--- src/fpec_pkg.sv ---
package fpec_pkg;
   // register index within a repeating group of four
   localparam logic [1:0]  REG_CTRL_IDX   = 2'h0;
   localparam logic [1:0]  REG_TEST_IDX   = 2'h1;
   localparam logic [1:0]  REG_TADDR_IDX  = 2'h2;
   localparam logic [1:0]  REG_TDATA_IDX  = 2'h3;
   // io port that switches access mode
   localparam logic [15:0] MODE_IO_PORT   = 16'hff0f;
   // control register field positions
   localparam int          GO_POS         = 0;
   localparam int          OP_LSB         = 1;
   localparam int          VER_LSB        = 3;
   localparam int          UNLOCK_LO_POS  = 5;
   localparam int          UNLOCK_HI_POS  = 6;
   localparam int          GUARD_LSB      = 8;
   localparam logic [15:0] CTRL_RESET     = 16'h0000;
   localparam logic [4:0]  TEST_RESET     = 5'h00;
   localparam logic [15:0] LATCH_RESET    = 16'h0000;
   localparam logic [15:0] ERASE_PATTERN  = 16'hffff;
   // operation codes
   typedef enum logic [1:0] {OP_NONE = 2'h0, OP_ERASE = 2'h1, OP_PROG = 2'h2, OP_RECOVER = 2'h3} fpec_op_e;
   // verify read modes
   typedef enum logic [1:0] {VR_NORMAL = 2'h0, VR_ONES = 2'h1, VR_ZEROS = 2'h2, VR_DEPLETE = 2'h3} fpec_ver_e;
   // host memory bus request
   typedef struct packed {
      logic        sel;
      logic        wr;
      logic        rd;
      logic [15:0] addr;
      logic [15:0] wdata;
   } fpec_bus_s;
   // io instruction strobe
   typedef struct packed {
      logic        out_stb;
      logic        in_stb;
      logic [15:0] port;
   } fpec_io_s;
   // command to the array macro
   typedef struct packed {
      logic        active;
      fpec_op_e    op;
      fpec_ver_e   ver;
      logic [7:0]  guard;
      logic [15:0] addr;
      logic [15:0] data;
   } fpec_arr_s;
endpackage : fpec_pkg

--- src/fpec_ctrl.sv ---
`timescale 1ns/10ps
// Operation
// verify field picks array read mode
// operation field picks erase/program/recovery
// go bit starts/stops, written with unlock
// host clears go bit with unlock bits
// go set locks latches, array ignored
// array reads during go are undefined
// five-bit test register exists
// test register only in test mode
// array-mode write captures address latch
// register-mode write loads address latch
// data latch from array or register write
// host loads all ones before erase
// erase refused unless data all ones
// guard bits discouraged but present
// io out/in switches register/array mode
// unlock must be 1 0, reads zero
// reset clears control register
// four registers repeat every four words
// undefined operation code modifies nothing
module fpec_ctrl
   import fpec_pkg::*;
(
   input  wire logic        mclk,
   input  wire logic        rst_n,
   input  wire fpec_bus_s   bus,
   input  wire fpec_io_s    io,
   input  wire logic        test_mode,
   input  wire logic [15:0] array_rdata,
   output logic [15:0]      rdata,
   output logic             reg_mode,
   output fpec_arr_s        arr,
   output logic             arr_rd
);

   logic [15:0] ctrl_r;      // control register, unlock bits never stored
   logic [4:0]  test_r;      // test-only register
   logic [15:0] taddr_r;     // program target address latch
   logic [15:0] tdata_r;     // program value latch
   logic        reg_mode_r;  // 1 = registers replace array
   logic [15:0] rdata_r;     // registered read data
   logic        go;          // current go bit
   logic        reg_wr;      // register write strobe
   logic        arr_wr;      // array write strobe
   logic [15:0] ctrl_nxt;    // next control value
   fpec_op_e    op_sel;      // selected operation

   // register index from the low two address bits, aliases across range
   function automatic logic [1:0] reg_index(input logic [15:0] a);
      return a[1:0];
   endfunction : reg_index

   // unlock pattern 1 0 in a written control word, shared by logic and checks
   function automatic logic unlock_ok(input logic [15:0] d);
      return d[UNLOCK_HI_POS] && !d[UNLOCK_LO_POS];
   endfunction : unlock_ok

   assign go      = ctrl_r[GO_POS];
   assign op_sel  = fpec_op_e'(ctrl_r[OP_LSB +: 2]);
   assign reg_wr  = bus.sel && bus.wr && reg_mode_r;
   assign arr_wr  = bus.sel && bus.wr && !reg_mode_r && !go;

   // access mode switch on io instructions
   always_ff @(posedge mclk or negedge rst_n)
   begin
      if (!rst_n)
      begin
         reg_mode_r <= 1'b0;
      end
      else if (io.out_stb && io.port == MODE_IO_PORT)
      begin
         reg_mode_r <= 1'b1;
      end
      else if (io.in_stb && io.port == MODE_IO_PORT)
      begin
         reg_mode_r <= 1'b0;
      end
   end

   // next control value; go only honoured with unlock 1 0
   always_comb
   begin
      ctrl_nxt = ctrl_r;
      if (unlock_ok(bus.wdata))
      begin
         ctrl_nxt[GO_POS] = bus.wdata[GO_POS];
         // erase refused when the value latch is not all ones
         if (bus.wdata[GO_POS] && fpec_op_e'(bus.wdata[OP_LSB +: 2]) == OP_ERASE
             && tdata_r != ERASE_PATTERN)
         begin
            ctrl_nxt[GO_POS] = 1'b0;
         end
      end
      else
      begin
         ctrl_nxt[GO_POS] = ctrl_r[GO_POS];
      end
      // other fields frozen while go is set, so guards cannot slip
      if (!go)
      begin
         ctrl_nxt[OP_LSB +: 2]   = bus.wdata[OP_LSB +: 2];
         ctrl_nxt[VER_LSB +: 2]  = bus.wdata[VER_LSB +: 2];
         ctrl_nxt[GUARD_LSB +: 8] = bus.wdata[GUARD_LSB +: 8];
      end
      ctrl_nxt[UNLOCK_LO_POS] = 1'b0;
      ctrl_nxt[UNLOCK_HI_POS] = 1'b0;
      // reserved bit 7 always reads back zero
      ctrl_nxt[7]             = 1'b0;
   end

   // control register
   always_ff @(posedge mclk or negedge rst_n)
   begin
      if (!rst_n)
      begin
         ctrl_r <= CTRL_RESET;
      end
      else if (reg_wr && reg_index(bus.addr) == REG_CTRL_IDX)
      begin
         ctrl_r <= ctrl_nxt;
      end
   end

   // test register, dead outside test mode
   always_ff @(posedge mclk or negedge rst_n)
   begin
      if (!rst_n)
      begin
         test_r <= TEST_RESET;
      end
      else if (reg_wr && test_mode && reg_index(bus.addr) == REG_TEST_IDX)
      begin
         test_r <= bus.wdata[4:0];
      end
   end

   // target address latch
   always_ff @(posedge mclk or negedge rst_n)
   begin
      if (!rst_n)
      begin
         taddr_r <= LATCH_RESET;
      end
      else if (!go)
      begin
         if (arr_wr)
         begin
            taddr_r <= bus.addr;
         end
         else if (reg_wr && reg_index(bus.addr) == REG_TADDR_IDX)
         begin
            taddr_r <= bus.wdata;
         end
      end
   end

   // value latch
   always_ff @(posedge mclk or negedge rst_n)
   begin
      if (!rst_n)
      begin
         tdata_r <= LATCH_RESET;
      end
      else if (!go)
      begin
         if (arr_wr || (reg_wr && reg_index(bus.addr) == REG_TDATA_IDX))
         begin
            tdata_r <= bus.wdata;
         end
      end
   end

   // read path; array data while go is set is not meaningful
   always_ff @(posedge mclk or negedge rst_n)
   begin
      if (!rst_n)
      begin
         rdata_r <= 16'h0000;
      end
      else if (bus.sel && bus.rd)
      begin
         if (!reg_mode_r)
         begin
            rdata_r <= go ? 16'h0000 : array_rdata;
         end
         else
         begin
            unique case (reg_index(bus.addr))
               REG_CTRL_IDX:  rdata_r <= ctrl_r;
               REG_TEST_IDX:  rdata_r <= test_mode ? {11'h000, test_r} : 16'h0000;
               REG_TADDR_IDX: rdata_r <= taddr_r;
               REG_TDATA_IDX: rdata_r <= tdata_r;
            endcase
         end
      end
   end

   // outputs to host and array macro
   assign rdata      = rdata_r;
   assign reg_mode   = reg_mode_r;
   assign arr_rd     = bus.sel && bus.rd && !reg_mode_r && !go;
   // whole command word in one assignment, so the struct has a single driver
   assign arr        = '{active: go && op_sel != OP_NONE,
                         op:     op_sel,
                         ver:    fpec_ver_e'(ctrl_r[VER_LSB +: 2]),
                         guard:  ctrl_r[GUARD_LSB +: 8],
                         addr:   taddr_r,
                         data:   tdata_r};
endmodule : fpec_ctrl

--- config.mk ---
export PLATFORM = sky130hd
export DESIGN_NAME = fpec_ctrl
export DESIGN_NICKNAME = d
export VERILOG_FILES = /design/src/fpec_pkg.sv /design/src/fpec_ctrl.sv
export SDC_FILE = /design/constraint.sdc
export NUM_CORES = 1
export LEC_CHECK = 0
export BUFFER_PORTS_ARGS = -buffer_cell sky130_fd_sc_hd__buf_2
export CAP_MARGIN = 20
export CORE_MARGIN = 4
export CORE_UTILIZATION = 52
export DETAILED_ROUTE_END_ITERATION = 7
export PLACE_DENSITY = 0.95
export SLEW_MARGIN = 20
export SYNTH_ARGS = -nofsm -noshare
export SYNTH_HDL_FRONTEND = slang
export SYNTH_SLANG_ARGS = --single-unit
--- constraint.sdc ---
create_clock -name mclk -period 2.4 [get_ports mclk]
set_input_delay 0.24 -clock mclk [delete_from_list [all_inputs] [get_ports mclk]]
set_output_delay 0.24 -clock mclk [all_outputs]
set_load 0.01 [all_outputs]
; After elaboration in Yosys (flattened, before gate mapping)
; Index checks and enable logic that the tools add are counted.
[word_totals]
register_bits = 67
latchBits = 0
ramBits = 0
rom_bits = 0
input_bits = 72
out_inout_bits = 63
elab_cells = 53
memories = 0
[op_classes]
add_sub_neg = 0
mul = 0
n_div = 0
magnitude_cmp = 0
n_eq_ne = 6
shifts = 0
muxes = 9
bitwise_logic = 1
reduce_logical = 30
[op_table]
columns = cell, count
row1 = $mux W16, 4
row2 = $pmux W16 S4, 1
row3 = $logic_and A1 B1 Y1, 18
row4 = $eq A16 B16 Y1 const B, 1
row5 = $ne A16 B16 Y1 const B, 1
row6 = $reduce_and A2 Y1, 4
row7 = $reduce_bool A2 Y1, 3
row8 = $mux W5, 1
row9 = $eq A2 B1 Y1 const B, 2
row10 = $eq A2 B2 Y1 const B, 2
row11 = $logic_not A1 Y1, 3
row12 = $mux W1, 3
row13 = $logic_not A2 Y1, 1
row14 = $logic_or A1 B1 Y1, 1
row15 = $not A1 Y1, 1

; Depth between registers and ports, before layout
; Gate-level depths: netlist (run 1).
[logic_depth]
ltp_word = 5
depth_mapped = 6
depth_no_buf = 4

; Worst setup path before layout (run 1)
; OpenSTA, ideal clock, no wires.
[synth_timing]
path_kind = reg2reg
startpoint = register reg_mode_r (netlist: reg_mode)
endpoint = register ctrl_r[10]
setup_ns = 0.125
t_arrival_ns = 1.479
required_time_ns = 2.275
slack_ns = 0.796
path_stages_with_launch = 6
n_path_buf = 2
synth_period_minus_slack_ns = 1.604
cell_sequence = dfrtp_1 -> buf_2 -> nand2_1 -> or3_4 -> buf_6 -> mux2_4
[synth_between]
elab_chain_cells = 3
[synth_lines]
columns = element, line
row1 = start: declaration, fpec_ctrl.sv:41  ; logic reg_mode_r;
row2 = start signal: assignment, fpec_ctrl.sv:69  ; reg_mode_r <= 1'b0;
row3 = start signal: assignment, fpec_ctrl.sv:73  ; reg_mode_r <= 1'b1;
row4 = start signal: assignment, fpec_ctrl.sv:77  ; reg_mode_r <= 1'b0;
row5 = $logic_and A1 B1 Y1, fpec_ctrl.sv:61  ; assign reg_wr = bus.sel && bus.wr && reg_mode_r;
row6 = $logic_and A1 B1 Y1, fpec_ctrl.sv:119  ; else if (reg_wr && reg_index(bus.addr) == REG_CTRL_IDX)
row7 = $reduce_and A2 Y1 (no source line), -
row8 = end signal: assignment, fpec_ctrl.sv:121  ; ctrl_r <= ctrl_nxt;
row9 = end: declaration, fpec_ctrl.sv:37  ; logic [15:0] ctrl_r;
; Every way passes these cells.
; A chain may end at the register's enable or synchronous reset.

; Final worst setup path (run 1)
[layout_timing]
startpoint = register reg_mode_r (netlist: reg_mode)
endpoint = output arr_rd
[layout_between]
elab_chain_cells = 3
[layout_lines]
columns = element, line
row1 = $logic_not A1 Y1, fpec_ctrl.sv:202  ; assign arr_rd = bus.sel && bus.rd && !reg_mode_r && !go;
row2 = $logic_and A1 B1 Y1 (2 in series), fpec_ctrl.sv:202
row3 = end: declaration, fpec_ctrl.sv:34  ; output logic arr_rd
; Every way passes these cells.

==> summary.md, run 1 <==
| Metric | Value |
|---|---|
| Setup ws final | `0.319 ns` |
| Max-cap violation count | `0` |
| Worst-path cell chain | `nor3_1, buf_2` |
| Critical path depth in cells | `2` |
| Row Count | `29` |
| LEAKAGE | `about 2.2 nW` |
| Area of the multi-input gates | `1520 µm²` |
| Core Area | `6350 µm²` |
| Register area | `roughly 1700 µm²` |
| Final Cycle Share | `86.7%` |
| Clk buf depth | `2` |
| Post-detailed-route wirelength per cell | `between 15 and 20 µm` |
| #FFs+latches synth | `67` |
| Peak VDD IR | `0.417 mV` |
| I/O Buffers | `134` |
| DR pass1 iterations | `4` |
| Max incr delay on CP | `0.62 ns` |
| Die footprint | `7890 µm²` |
| Starting DRT DRC Count | `258` |
| Die H | `between 80 and 90 µm` |
| CTS tree | `yes` |
| Count of warnings emitted by yosys | `0` |
| Placed cells | `483` |
| Slew Viols, Final | `0` |
| Final Skew | `0.00530 ns` |
| WP buf/inv | `1` |
| Placed Area | `4040 µm²` |
| Slew headroom | `40.0%` |
| First-pass GRT wire length | `15300 µm` |
| Final Wtd Congestion | `0.880` |
| Cell Pwr Density | `676 nW/µm²` |
| Largest net degree at the start of global routing | `39` |
| Sw frac | `27.8%` |
| Post-Syn Instances | `295` |
| Mapped cell area | `3400 µm²` |
| CTS Buf Count | `9` |
| Reg power frac | `46.1%` |
| IO Pins | `135` |
| Routed WL | `9890 µm` |
| Antenna Violating Nets Remaining | `0` |
| Register area share after synthesis | `between 40% and 50%` |
| Syn nets | `367` |
| Remaining routing DRC violations | `0` |
| # fillers | `between 400 and 500` |
| Number of global-route vias before repair | `2896` |
| FF-to-FF path depth | `2` |
| CP max-delay cell | `dfrtp_1` |
| F_max | `between 400 and 500 MHz` |
| Antenna cell count | `0` |
| Crit end category | `primary output` |
| Layout cell share with drive strength beyond 1 | `between 40% and 50%` |
| Fin crit period | `2.08 ns` |
| RSZ-0062 raised after global routing | `no` |
| Fin area | `roughly 4300 µm²` |
| Grt ovf | `0` |
| Global Route Usage Sum | `26.2%` |
| Internal | `2.08 mW` |
| Setup Slack @ Placement | `0.363 ns` |
| Vias per inst | `5.86` |
| Initial antenna violation count | `0` |
| Via count | `2924` |
| Clock sinks | `67` |
| Dpl hpwl | `7250 µm` |
| Worst Path Required | `2.16 ns` |
| Max H-tree Level | `3` |
| Psw | `between 0.8 and 0.9 mW` |
| Clock Power Share | `about a third` |
| Unique masters post-synth | `39` |
| Slew @ Worst Pin | `0.900 ns` |
| Critical path peak fanout | `15` |
| CTS clk-pin slew, worst paths | `0.07 ns` |
| Setup TNS | `0 ns` |
| CP Launch Type | `flop` |
| Reg-to-reg setup timing slack | `0.39 ns` |
| Syn avg cell area | `about 12 µm²` |
| Comb power frac | `18.7%` |
| Cell Count, Final, Fillers Out | `499` |
| Crit path DAT | `1.84 ns` |
| HP Class | `in2reg` |
| Post-CTS sizing | `0` |
| Worst Hold Depth | `3` |
| Root Buffer | `clkbuf_8` |
| Critical path type | `reg2out` |
| Area Growth Syn to Fin | `25.5%` |
| Status | `complete, no violations` |
| Nets | `490` |
| Clock Latency Late Sink | `0.36 ns` |
| Final Hold Fails | `0` |
| Die width | `between 80 and 90 µm` |
| Starting Density | `53.5%` |
| CP top delay family | `flip-flops` |
| Final Setup Violations | `0` |
[Yosys cell counts]
master | instances | share of area [%]
inv_1 | 1 | 0.11
buf_2 | 4 | 0.59
or3_4 | 1 | 0.33
mux2_2 | 21 | 7.0
a221oi_1 | 8 | 2.1
and2_1 | 5 | 0.92
a211oi_4 | 1 | 0.59
nor4b_1 | 1 | 0.26
buf_8 | 1 | 0.44
nor3_1 | 1 | 0.15
or4b_1 | 1 | 0.29
a21oi_1 | 3 | 0.44
o311ai_0 | 1 | 0.26
mux2_4 | 20 | 8.8
o31a_1 | 1 | 0.26
buf_4 | 13 | 2.9
nand2b_1 | 1 | 0.18
o21ai_0 | 15 | 2.2
nand4b_1 | 2 | 0.52
a22o_1 | 9 | 2.3
o21a_1 | 1 | 0.22
nand2_1 | 31 | 3.4
mux4_2 | 4 | 2.7
dfrtp_1 | 67 | 49
buf_6 | 2 | 0.66
mux2i_1 | 4 | 1.2
clkbuf_1 | 11 | 1.2
nand2_2 | 1 | 0.18
o22ai_1 | 16 | 2.9
nand4_1 | 6 | 1.1
a211o_1 | 1 | 0.26
mux2_1 | 1 | 0.33
nor2_4 | 1 | 0.33
nand3_1 | 4 | 0.59
o21ai_1 | 6 | 0.88
a22oi_1 | 5 | 1.1
nor4_1 | 2 | 0.37
nor2_1 | 21 | 2.3
nor3_2 | 1 | 0.29
[per-stage QoR]
step | util (%) | hold WS (ns) | total power [mW]
3_5_place_dp | 63.6 | 0.332 | 1.88
2_1_floorplan | - | -0.0556 | 1.60
5_1_grt | 67.2 | 0.103 | 3.00
6_report | 67.2 | 0.102 | 2.88
3_3_place_gp | 63.6 | 0.317 | 1.86
4_1_cts | 67.2 | 0.0991 | 2.89
[final cells by class]
class / instances / area share [%]
tap: 77 / 2.26
timing repair buffer: 143 / 17.7
clock buffer: 14 / 4.28
inverter: 1 / 0.0880
sequential: 67 / 39.3
clock inverter: 1 / 0.704
multi-input combinational: 196 / 35.7
[power by group through the flow]
stage | clock network [mW] | logic, mW | registers (mW)
2_1_floorplan | 0 | 0.224 | 1.38
3_3_place_gp | 0 | 0.516 | 1.34
3_5_place_dp | 0 | 0.536 | 1.35
4_1_cts | 1.02 | 0.542 | 1.33
5_1_grt | 1.07 | 0.586 | 1.34
6_report | 1.02 | 0.538 | 1.33
[cell usage in the layout, fill, tap and decap left out, drive strengths merged, types with 2 or more instances in the layout]
cell    Yosys  layout
buf        20     142
mux4        4       4
mux2       42      42
and2        5       5
clkbuf     11      14
o21ai      21      21
a22o        9       9
nand2      32      32
nor3        2       2
mux2i       4       4
nor4        2       2
a221oi      8       8
a21oi       3       3
o22ai      16      16
nand3       4       4
nor2       22      22
dfrtp      67      67
nand4       6       6
a22oi       5       5
nand4b      2       2
[per-layer routing]
layer  routed length [µm]  GRT usage (%)  vias up  share of wire [%]
li1                     -              -     1326                  -
met1                 3930           33.1     1444                 40
met3                  673           5.68       31                6.8
met2                 4960           42.4      123                 50
met4                  325           13.3        0                3.3
met5                    0              0        -                  0
[logic make-up (layout without fill, tap and decap cells)]
logic type / count (synthesis) / in the layout / synth area share (%)
buffers and inverters: 32 / 159 / 5.89
AOI/OAI and AO/OA: 67 / 67 / 13.5
muxes: 50 / 50 / 20.0
DFF: 67 / 67 / 49.3
and+or+nand+nor: 79 / 79 / 11.3
[sequential cells by signal (all words and copies together) (netlist names)]
register and count:
rdata 16, taddr_r 16, tdata_r 16, ctrl_r 13, test_r 5, reg_mode 1
[what timing repair did]
action / in CTS / in global routing
buffers inserted: 0 / 0
hold buffers: 1 / 0
endpoints found under the hold margin: 29 / 0
[worst register-to-register path: stages (launching register included)]
cell and delay, ns:
dfrtp_1 0.76, a211o_1 0.83, o21ai_0 0.25
[final timing paths]
| kind | from | end |
|---|---|---|
| worst max-delay path | reg_mode | arr_rd |
| worst min-delay path | array_rdata[3] | rdata[3] |
| worst max register to register | reg_mode | taddr_r[15] |
| worst min register to register | rdata[5] | rdata[5] |
| max in group asynchronous | rst_n | tdata_r[7] |
| min in group asynchronous | rst_n | taddr_r[8] |
(Power assumes the default switching activity.)
==> inputs of run 2 (changes only) <==
--- a/config.mk
+++ b/config.mk
@@ -7,10 +7,11 @@
 export LEC_CHECK = 0
 export BUFFER_PORTS_ARGS = -buffer_cell sky130_fd_sc_hd__buf_2
 export CAP_MARGIN = 20
-export CORE_MARGIN = 4
+export CORE_MARGIN = 2
 export CORE_UTILIZATION = 52
 export DETAILED_ROUTE_END_ITERATION = 7
 export PLACE_DENSITY = 0.95
+export SETUP_SLACK_MARGIN = 0.5
 export SLEW_MARGIN = 20
 export SYNTH_ARGS = -nofsm -noshare
 export SYNTH_HDL_FRONTEND = slang
==> run 2 against run 1 <==
Sequential power about the same. Critical path depth increased by 1. Clock skew is 0.0055 ns higher. Total power up 1.5%. Combinational power is essentially flat. Design area increased by 0.53%. Register-to-register slack improved by 0.26 ns. Critical path type unchanged.
==> summary.md, run 2 (synthesis results as in run 1) <==
| Metric | Value |
|---|---|
| Antenna cell count | `0 (unchanged)` |
| Crit end category | `primary output` |
| Critical path depth in cells | `3 (+1)` |
| HP Start | `array_rdata[4]` |
| CTS Buf Count | `9 (unchanged)` |
| Hold endpoint | `rdata[4]` |
| I/O Buffers | `134 (unchanged)` |
| CTS clk-pin slew, worst paths | `0.08 ns (about the same)` |
| Core Area | `6350 µm² (unchanged)` |
| Post-detailed-route wirelength per cell | `18.9 µm (-4.8%)` |
| Global Route Usage Sum | `27.1% (+0.95 points)` |
| CP max-delay cell | `dfrtp_1` |
| Row Count | `29 (unchanged)` |
| Routed WL | `9430 µm (-4.6%)` |
| RSZ-0062 raised after global routing | `no` |
| Placed cells | `483 (unchanged)` |
| Setup ws final | `0.626 ns (+0.308 ns)` |
| Die width | `84.8 µm (-4.5%)` |
| Final Hold Fails | `0 (unchanged)` |
| Number of global-route vias before repair | `2899 (+0.10%)` |
| HP Class | `in2reg` |
| IO Pins | `135 (unchanged)` |
| Via count | `2943 (+0.65%)` |
| Starting Density | `53.5% (unchanged)` |
| Slew headroom | `52.5% (+13 points)` |
| Final Skew | `0.0108 ns (+0.00551 ns)` |
| CTS tree | `yes` |
| Max H-tree Level | `3 (unchanged)` |
| Final Setup Violations | `0 (unchanged)` |
| Antenna Violating Nets Remaining | `0 (unchanged)` |
| Peak VDD IR | `0.637 mV (+53%)` |
| Cell Count, Final, Fillers Out | `500 (+0.20%)` |
| Setup TNS | `0 ns (unchanged)` |
| Largest net degree at the start of global routing | `39 (unchanged)` |
| Setup bufs post-CTS | `0 (unchanged)` |
| CP top delay family | `buffers and inverters` |
| Highest-count cells in the layout ignoring fill and taps | `buf_2, dfrtp_1, nand2_1` |
| Dpl hpwl | `6890 µm (-5.0%)` |
| Crit path DAT | `1.53 ns (-0.31 ns)` |
| LEAKAGE | `2.17 nW (+0.20%)` |
| FF-to-FF path depth | `4 (+2)` |
| Clock Latency Late Sink | `0.36 ns (about the same)` |
| DR pass1 iterations | `4 (unchanged)` |
| Root Buffer | `clkbuf_8` |
| Critical register-to-register path startpoint | `reg_mode` |
| Met3 wire length | `740 µm (+10%)` |
| Reg-to-reg setup timing slack | `0.65 ns (+0.26 ns)` |
| Worst Hold Depth | `3 (unchanged)` |
| Total power after layout | `2.93 mW (+1.5%)` |
| Setup Slack @ Placement | `0.361 ns (-0.00267 ns)` |
| Cell Pwr Density | `683 nW/µm² (+1.0%)` |
| Worst Path Required | `2.16 ns (about the same)` |
| Max incr delay on CP | `0.37 ns (-0.25 ns)` |
| First-pass GRT wire length | `15000 µm (-1.7%)` |
| Slew Viols, Final | `0 (unchanged)` |
| Initial antenna violation count | `0 (unchanged)` |
| Final Wtd Congestion | `0.872 (-0.95%)` |
| Worst hold margin | `0.106 ns (+0.00437 ns)` |
| Critical path type | `reg2out` |
| Die H | `84.8 µm (-4.5%)` |
| Fin crit period | `1.77 ns (-0.308 ns)` |
| CP Launch Type | `flop` |
| Final Cycle Share | `73.9% (-13 points)` |
| Max-cap violation count | `0 (unchanged)` |
| WL met1 | `3790 µm (-3.6%)` |
| Die footprint | `7200 µm² (-8.8%)` |
| Top layer in use | `met4` |
| Grt ovf | `0 (unchanged)` |
| Remaining routing DRC violations | `0 (unchanged)` |
| Starting DRT DRC Count | `174 (-33%)` |
| Commonest non-fill, non-tap cell in the layout | `buf_2` |
| Status | `complete, no violations` |
| WL met2 | `4670 µm (-5.8%)` |
| WP buf/inv | `2 (+1)` |
| Vias per inst | `5.89 (+0.45%)` |
| Nets | `490 (unchanged)` |
| Reg2reg end | `test_r[4]` |
| Worst-path cell chain | `buf_4, nor3_2, buf_2` |
| F_max | `564 MHz (+17%)` |
| Layout cell share with drive strength beyond 1 | `49.9% (+1.1 points)` |
| Clk buf depth | `2 (unchanged)` |
| Critical path peak fanout | `27 (+12)` |
| Slew @ Worst Pin | `0.712 ns (-0.189 ns)` |
| Area Growth Syn to Fin | `26.1%` |
| Clock sinks | `67 (unchanged)` |
-- run 2: cell types whose count changed in the layout (fill, tap and decap cells not counted), sizes merged --
cell      previous run  this run
clkinvlp             0         2
bufinv               1         2
clkbuf              14        10
clkinv               0         2
-- run 2: repair_timing --
item | 4_1_cts | 5_1_grt
hold buffers | 1 | 0
endpoints found under the setup margin | 1 | 11
hold endpoints to repair | 29 | 0
gates resized for setup | 1 | 2
pin swaps | 0 | 0
-- run 2: power breakdown --
part | leakage (nW) | switching, mW | total [mW] | internal (mW)
clock | 0.108 | 0.448 | 1.06 | 0.612
sequential | 0.847 | 0.0950 | 1.33 | 1.23
combinational | 1.22 | 0.277 | 0.537 | 0.260
total | 2.17 | 0.821 | 2.93 | 2.11
-- run 2: area by class of cell --
type,instances,area (µm²)
clock inverter,6,88.8
inverter,1,3.75
sequential,67,1680
fill,450,2060
tap,77,96.3
clock buffer,10,138
timing repair buffer,143,753
multi-input combinational,196,1530
-- run 2: metrics by stage --
step / instance area, µm² / util [%]
floorplan: 3400 / -
global placement: 4040 / 63.6
detailed placement: 4040 / 63.6
CTS: 4280 / 67.4
global route: 4290 / 67.5
finish: 4290 / 67.5
-- run 2: worst max path at each step --
stage / from / endpoint / slack (ns)
3_3_place_gp: bus[16] / taddr_r[2] / 0.47
5_1_grt: reg_mode / arr_rd / 0.57
3_5_place_dp: bus[16] / taddr_r[9] / 0.36
4_1_cts: reg_mode / taddr_r[9] / 0.57
6_report: reg_mode / arr_rd / 0.63
2_1_floorplan: reg_mode / ctrl_r[10] / 0.80
-- run 2: worst min-delay path, cell delays in order --
cell and delay, ns:
buf_2 0.08, a22oi_1 0.05, nand2_1 0.06
-- run 2: routing by layer --
layer  vias up  track usage [%]
li1       1320                -
met1      1448             36.0
met2       154             43.3
met3        21             5.93
met4         0             11.7
met5         -                0
==> inputs of run 3 (changes only) <==
--- a/config.mk
+++ b/config.mk
@@ -8,9 +8,9 @@
 export BUFFER_PORTS_ARGS = -buffer_cell sky130_fd_sc_hd__buf_2
 export CAP_MARGIN = 20
 export CORE_MARGIN = 2
-export CORE_UTILIZATION = 52
+export CORE_UTILIZATION = 44
 export DETAILED_ROUTE_END_ITERATION = 7
-export PLACE_DENSITY = 0.95
+export PLACE_DENSITY = 0.88
 export SETUP_SLACK_MARGIN = 0.5
 export SLEW_MARGIN = 20
 export SYNTH_ARGS = -nofsm -noshare
==> constraint.sdc (replaced) <==
create_clock -name mclk -period 1.42 [get_ports mclk]
set_input_delay 0.142 -clock mclk [delete_from_list [all_inputs] [get_ports mclk]]
set_output_delay 0.142 -clock mclk [all_outputs]
set_load 0.01 [all_outputs]
==> run 3 against run 2 <==
The flow now finishes with violations (negative setup slack). First-iteration DRC count is 100% higher. Sequential share of layout area is 7.4 points lower. Die area is 17% higher. Design area is 24% higher. Register-to-register slack worse by 0.79 ns. Clock power is 42% higher. Critical path depth is 2 higher. Wire length is 34% higher. Global-route usage is 0.25 points higher. Critical path type unchanged. Largest power group unchanged.
==> summary.md, run 3 (synthesis results as in run 1) <==
| Metric | Value |
|---|---|
| Status | `complete, but fails checks` |
| Violated checks | `negative setup slack` |
| Placed cells | `525 (+8.7%)` |
| IO Pins | `135 (unchanged)` |
| Final Cycle Share | `110%` |
| Grt met2 use | `45.5% (+2.2 points)` |
| I/O Buffers | `134 (unchanged)` |
| Crit path DAT | `1.42 ns (-0.11 ns)` |
| Remaining routing DRC violations | `0 (unchanged)` |
| Critical path type | `reg2out` |
| Die footprint | `8440 µm² (+17%)` |
| Layout cell share with drive strength beyond 1 | `62.2% (+12 points)` |
| F_max | `641 MHz` |
| Worst Path Required | `1.28 ns (-0.88 ns)` |
| Nets | `560 (+14%)` |
| Max-cap violation count | `0 (unchanged)` |
| RSZ-0062 raised after global routing | `yes` |
| Peak VDD IR | `0.531 mV (-17%)` |
| Final Hold Fails | `0 (unchanged)` |
| Met1 Use GR | `34.7% (-1.3 points)` |
| Number of global-route vias before repair | `3367 (+16%)` |
| Final Wtd Congestion | `0.891 (+2.2%)` |
| CTS Buf Count | `9 (unchanged)` |
| Initial antenna violation count | `0 (unchanged)` |
| Dpl hpwl | `7510 µm (+9.0%)` |
| Vias per inst | `5.78 (-1.8%)` |
| Worst-path cell chain | `buf_6, buf_6, nor3_4, buf_6, buf_6` |
| Critical path peak fanout | `4 (-85%)` |
| Crit end category | `primary output` |
| Row Count | `32 (+10%)` |
| CP dominant cell by count | `buf_6` |
| Largest net degree at the start of global routing | `68 (+74%)` |
| CP top delay family | `buffers and inverters` |
| Clock sinks | `67 (unchanged)` |
| # fillers | `518 (+15%)` |
| Setup TNS | `-4.93 ns (-4.93 ns)` |
| Fin crit period | `~1.6 ns` |
| Max incr delay on CP | `0.40 ns (+0.03 ns)` |
| Die H | `91.9 µm (+8.3%)` |
| Antenna Violating Nets Remaining | `0 (unchanged)` |
| Root Buffer | `clkbuf_8` |
| Setup Slack @ Placement | `-0.0725 ns (-0.433 ns)` |
| Slew Viols, Final | `0 (unchanged)` |
| Starting Density | `44.7% (-8.8 points)` |
| Final Setup Violations | `57 (+57)` |
| Cell Count, Final, Fillers Out | `594 (+19%)` |
| CTS clk-pin slew, worst paths | `0.07 ns (about the same)` |
| Highest-count cells in the layout ignoring fill and taps | `buf_2, dfrtp_1, buf_4` |
| Clock Latency Late Sink | `0.36 ns (about the same)` |
| WP buf/inv | `4 (+2)` |
| LEAKAGE | `2.68 nW (+23%)` |
| Max H-tree Level | `3 (unchanged)` |
| Met3 Use GR | `6.00% (+0.065 points)` |
| CP max-delay cell | `dfrtp_1` |
| First-pass GRT wire length | `17700 µm (+18%)` |
| Routed WL | `12700 µm (+34%)` |
| Setup ws final | `-0.139 ns (-0.765 ns)` |
| Starting DRT DRC Count | `354 (+100%)` |
| Final Skew | `0.0124 ns (+0.00161 ns)` |
| DR pass1 iterations | `5 (+1)` |
| Post-detailed-route wirelength per cell | `21.3 µm (+13%)` |
| Clk buf depth | `2 (unchanged)` |
| Core Area | `7610 µm² (+20%)` |
| Cell Pwr Density | `964 nW/µm² (+41%)` |
| Area Growth Syn to Fin | `55.9%` |
| CP Launch Type | `flop` |
| Commonest non-fill, non-tap cell in the layout | `buf_2` |
| Grt ovf | `0 (unchanged)` |
| HP Class | `in2reg` |
| Layer with the highest usage | `met2` |
| Slew @ Worst Pin | `0.392 ns (-0.320 ns)` |
| Die width | `91.9 µm (+8.3%)` |
| CTS tree | `yes` |
| Global Route Usage Sum | `27.4% (+0.25 points)` |
| Total power after layout | `5.11 mW (+74%)` |
| Slew headroom | `73.8% (+21 points)` |
| Via count | `3435 (+17%)` |
| Antenna cell count | `0 (unchanged)` |
-- run 3: final timing paths --
| kind | from | slack [ns] | cells after the start | end |
|---|---|---|---|---|
| min reg2reg | rdata[15] | 0.51 | 2 | rdata[15] |
| max | ctrl_r[0] | -0.14 | 5 | arr_rd |
| min in group asynchronous | rst_n | 0.32 | 3 | rdata[4] |
| max reg2reg | reg_mode | -0.14 | 5 | test_r[0] |
| min | array_rdata[1] | 0.008 | 3 | rdata[1] |
| max in group asynchronous | rst_n | 0.79 | 3 | reg_mode |
-- run 3: power by group --
group	switching [mW]	total, mW	internal, mW
logic	0.599	1.34	0.737
registers	0.185	2.27	2.09
clock network	0.736	1.50	0.762
-- run 3: layout make-up --
class / count / area (µm²) / share of cell area (%)
multi-input combinational: 197 / 1760 / 33.3
timing repair buffer: 212 / 1540 / 29.1
clock buffer: 13 / 169 / 3.19
sequential: 67 / 1680 / 31.7
inverter: 1 / 3.75 / 0.0708
clock inverter: 2 / 10.0 / 0.189
tap: 102 / 128 / 2.41
-- run 3: per-layer routing --
layer / part of all wire (%) / wire length (µm)
met4: 4.5 / 565
met3: 8.0 / 1020
met1: 39 / 4940
met5: 0 / 0
met2: 48 / 6140
-- run 3: stage by stage --
step	util, %	hold WS (ns)	area, µm²
CTS	66.0	0.00823	5020
finish	69.7	0.00813	5300
floorplan	-	-0.154	3520
global placement	57.0	0.181	4330
detailed placement	57.0	0.189	4330
global route	69.7	0.0151	5300
-- run 3: what timing repair did --
action / 4_1_cts / 5_1_grt
pin swaps: 2 / 5
endpoints found under the hold margin: 68 / 0
gates resized for setup: 54 / 27
cloned: 2 / 3
hold buffers: 2 / 0
setup endpoints to repair: 130 / 130
setup buffers: 34 / 13
-- run 3: worst reg2reg max path: cells and delay by family, from the launching register on --
family / cells / cell delay, ns
buffers and inverters: 2 / 0.25
multiplexers: 1 / 0.34
AND/OR/NAND/NOR: 2 / 0.45
flip-flops: 1 / 0.38
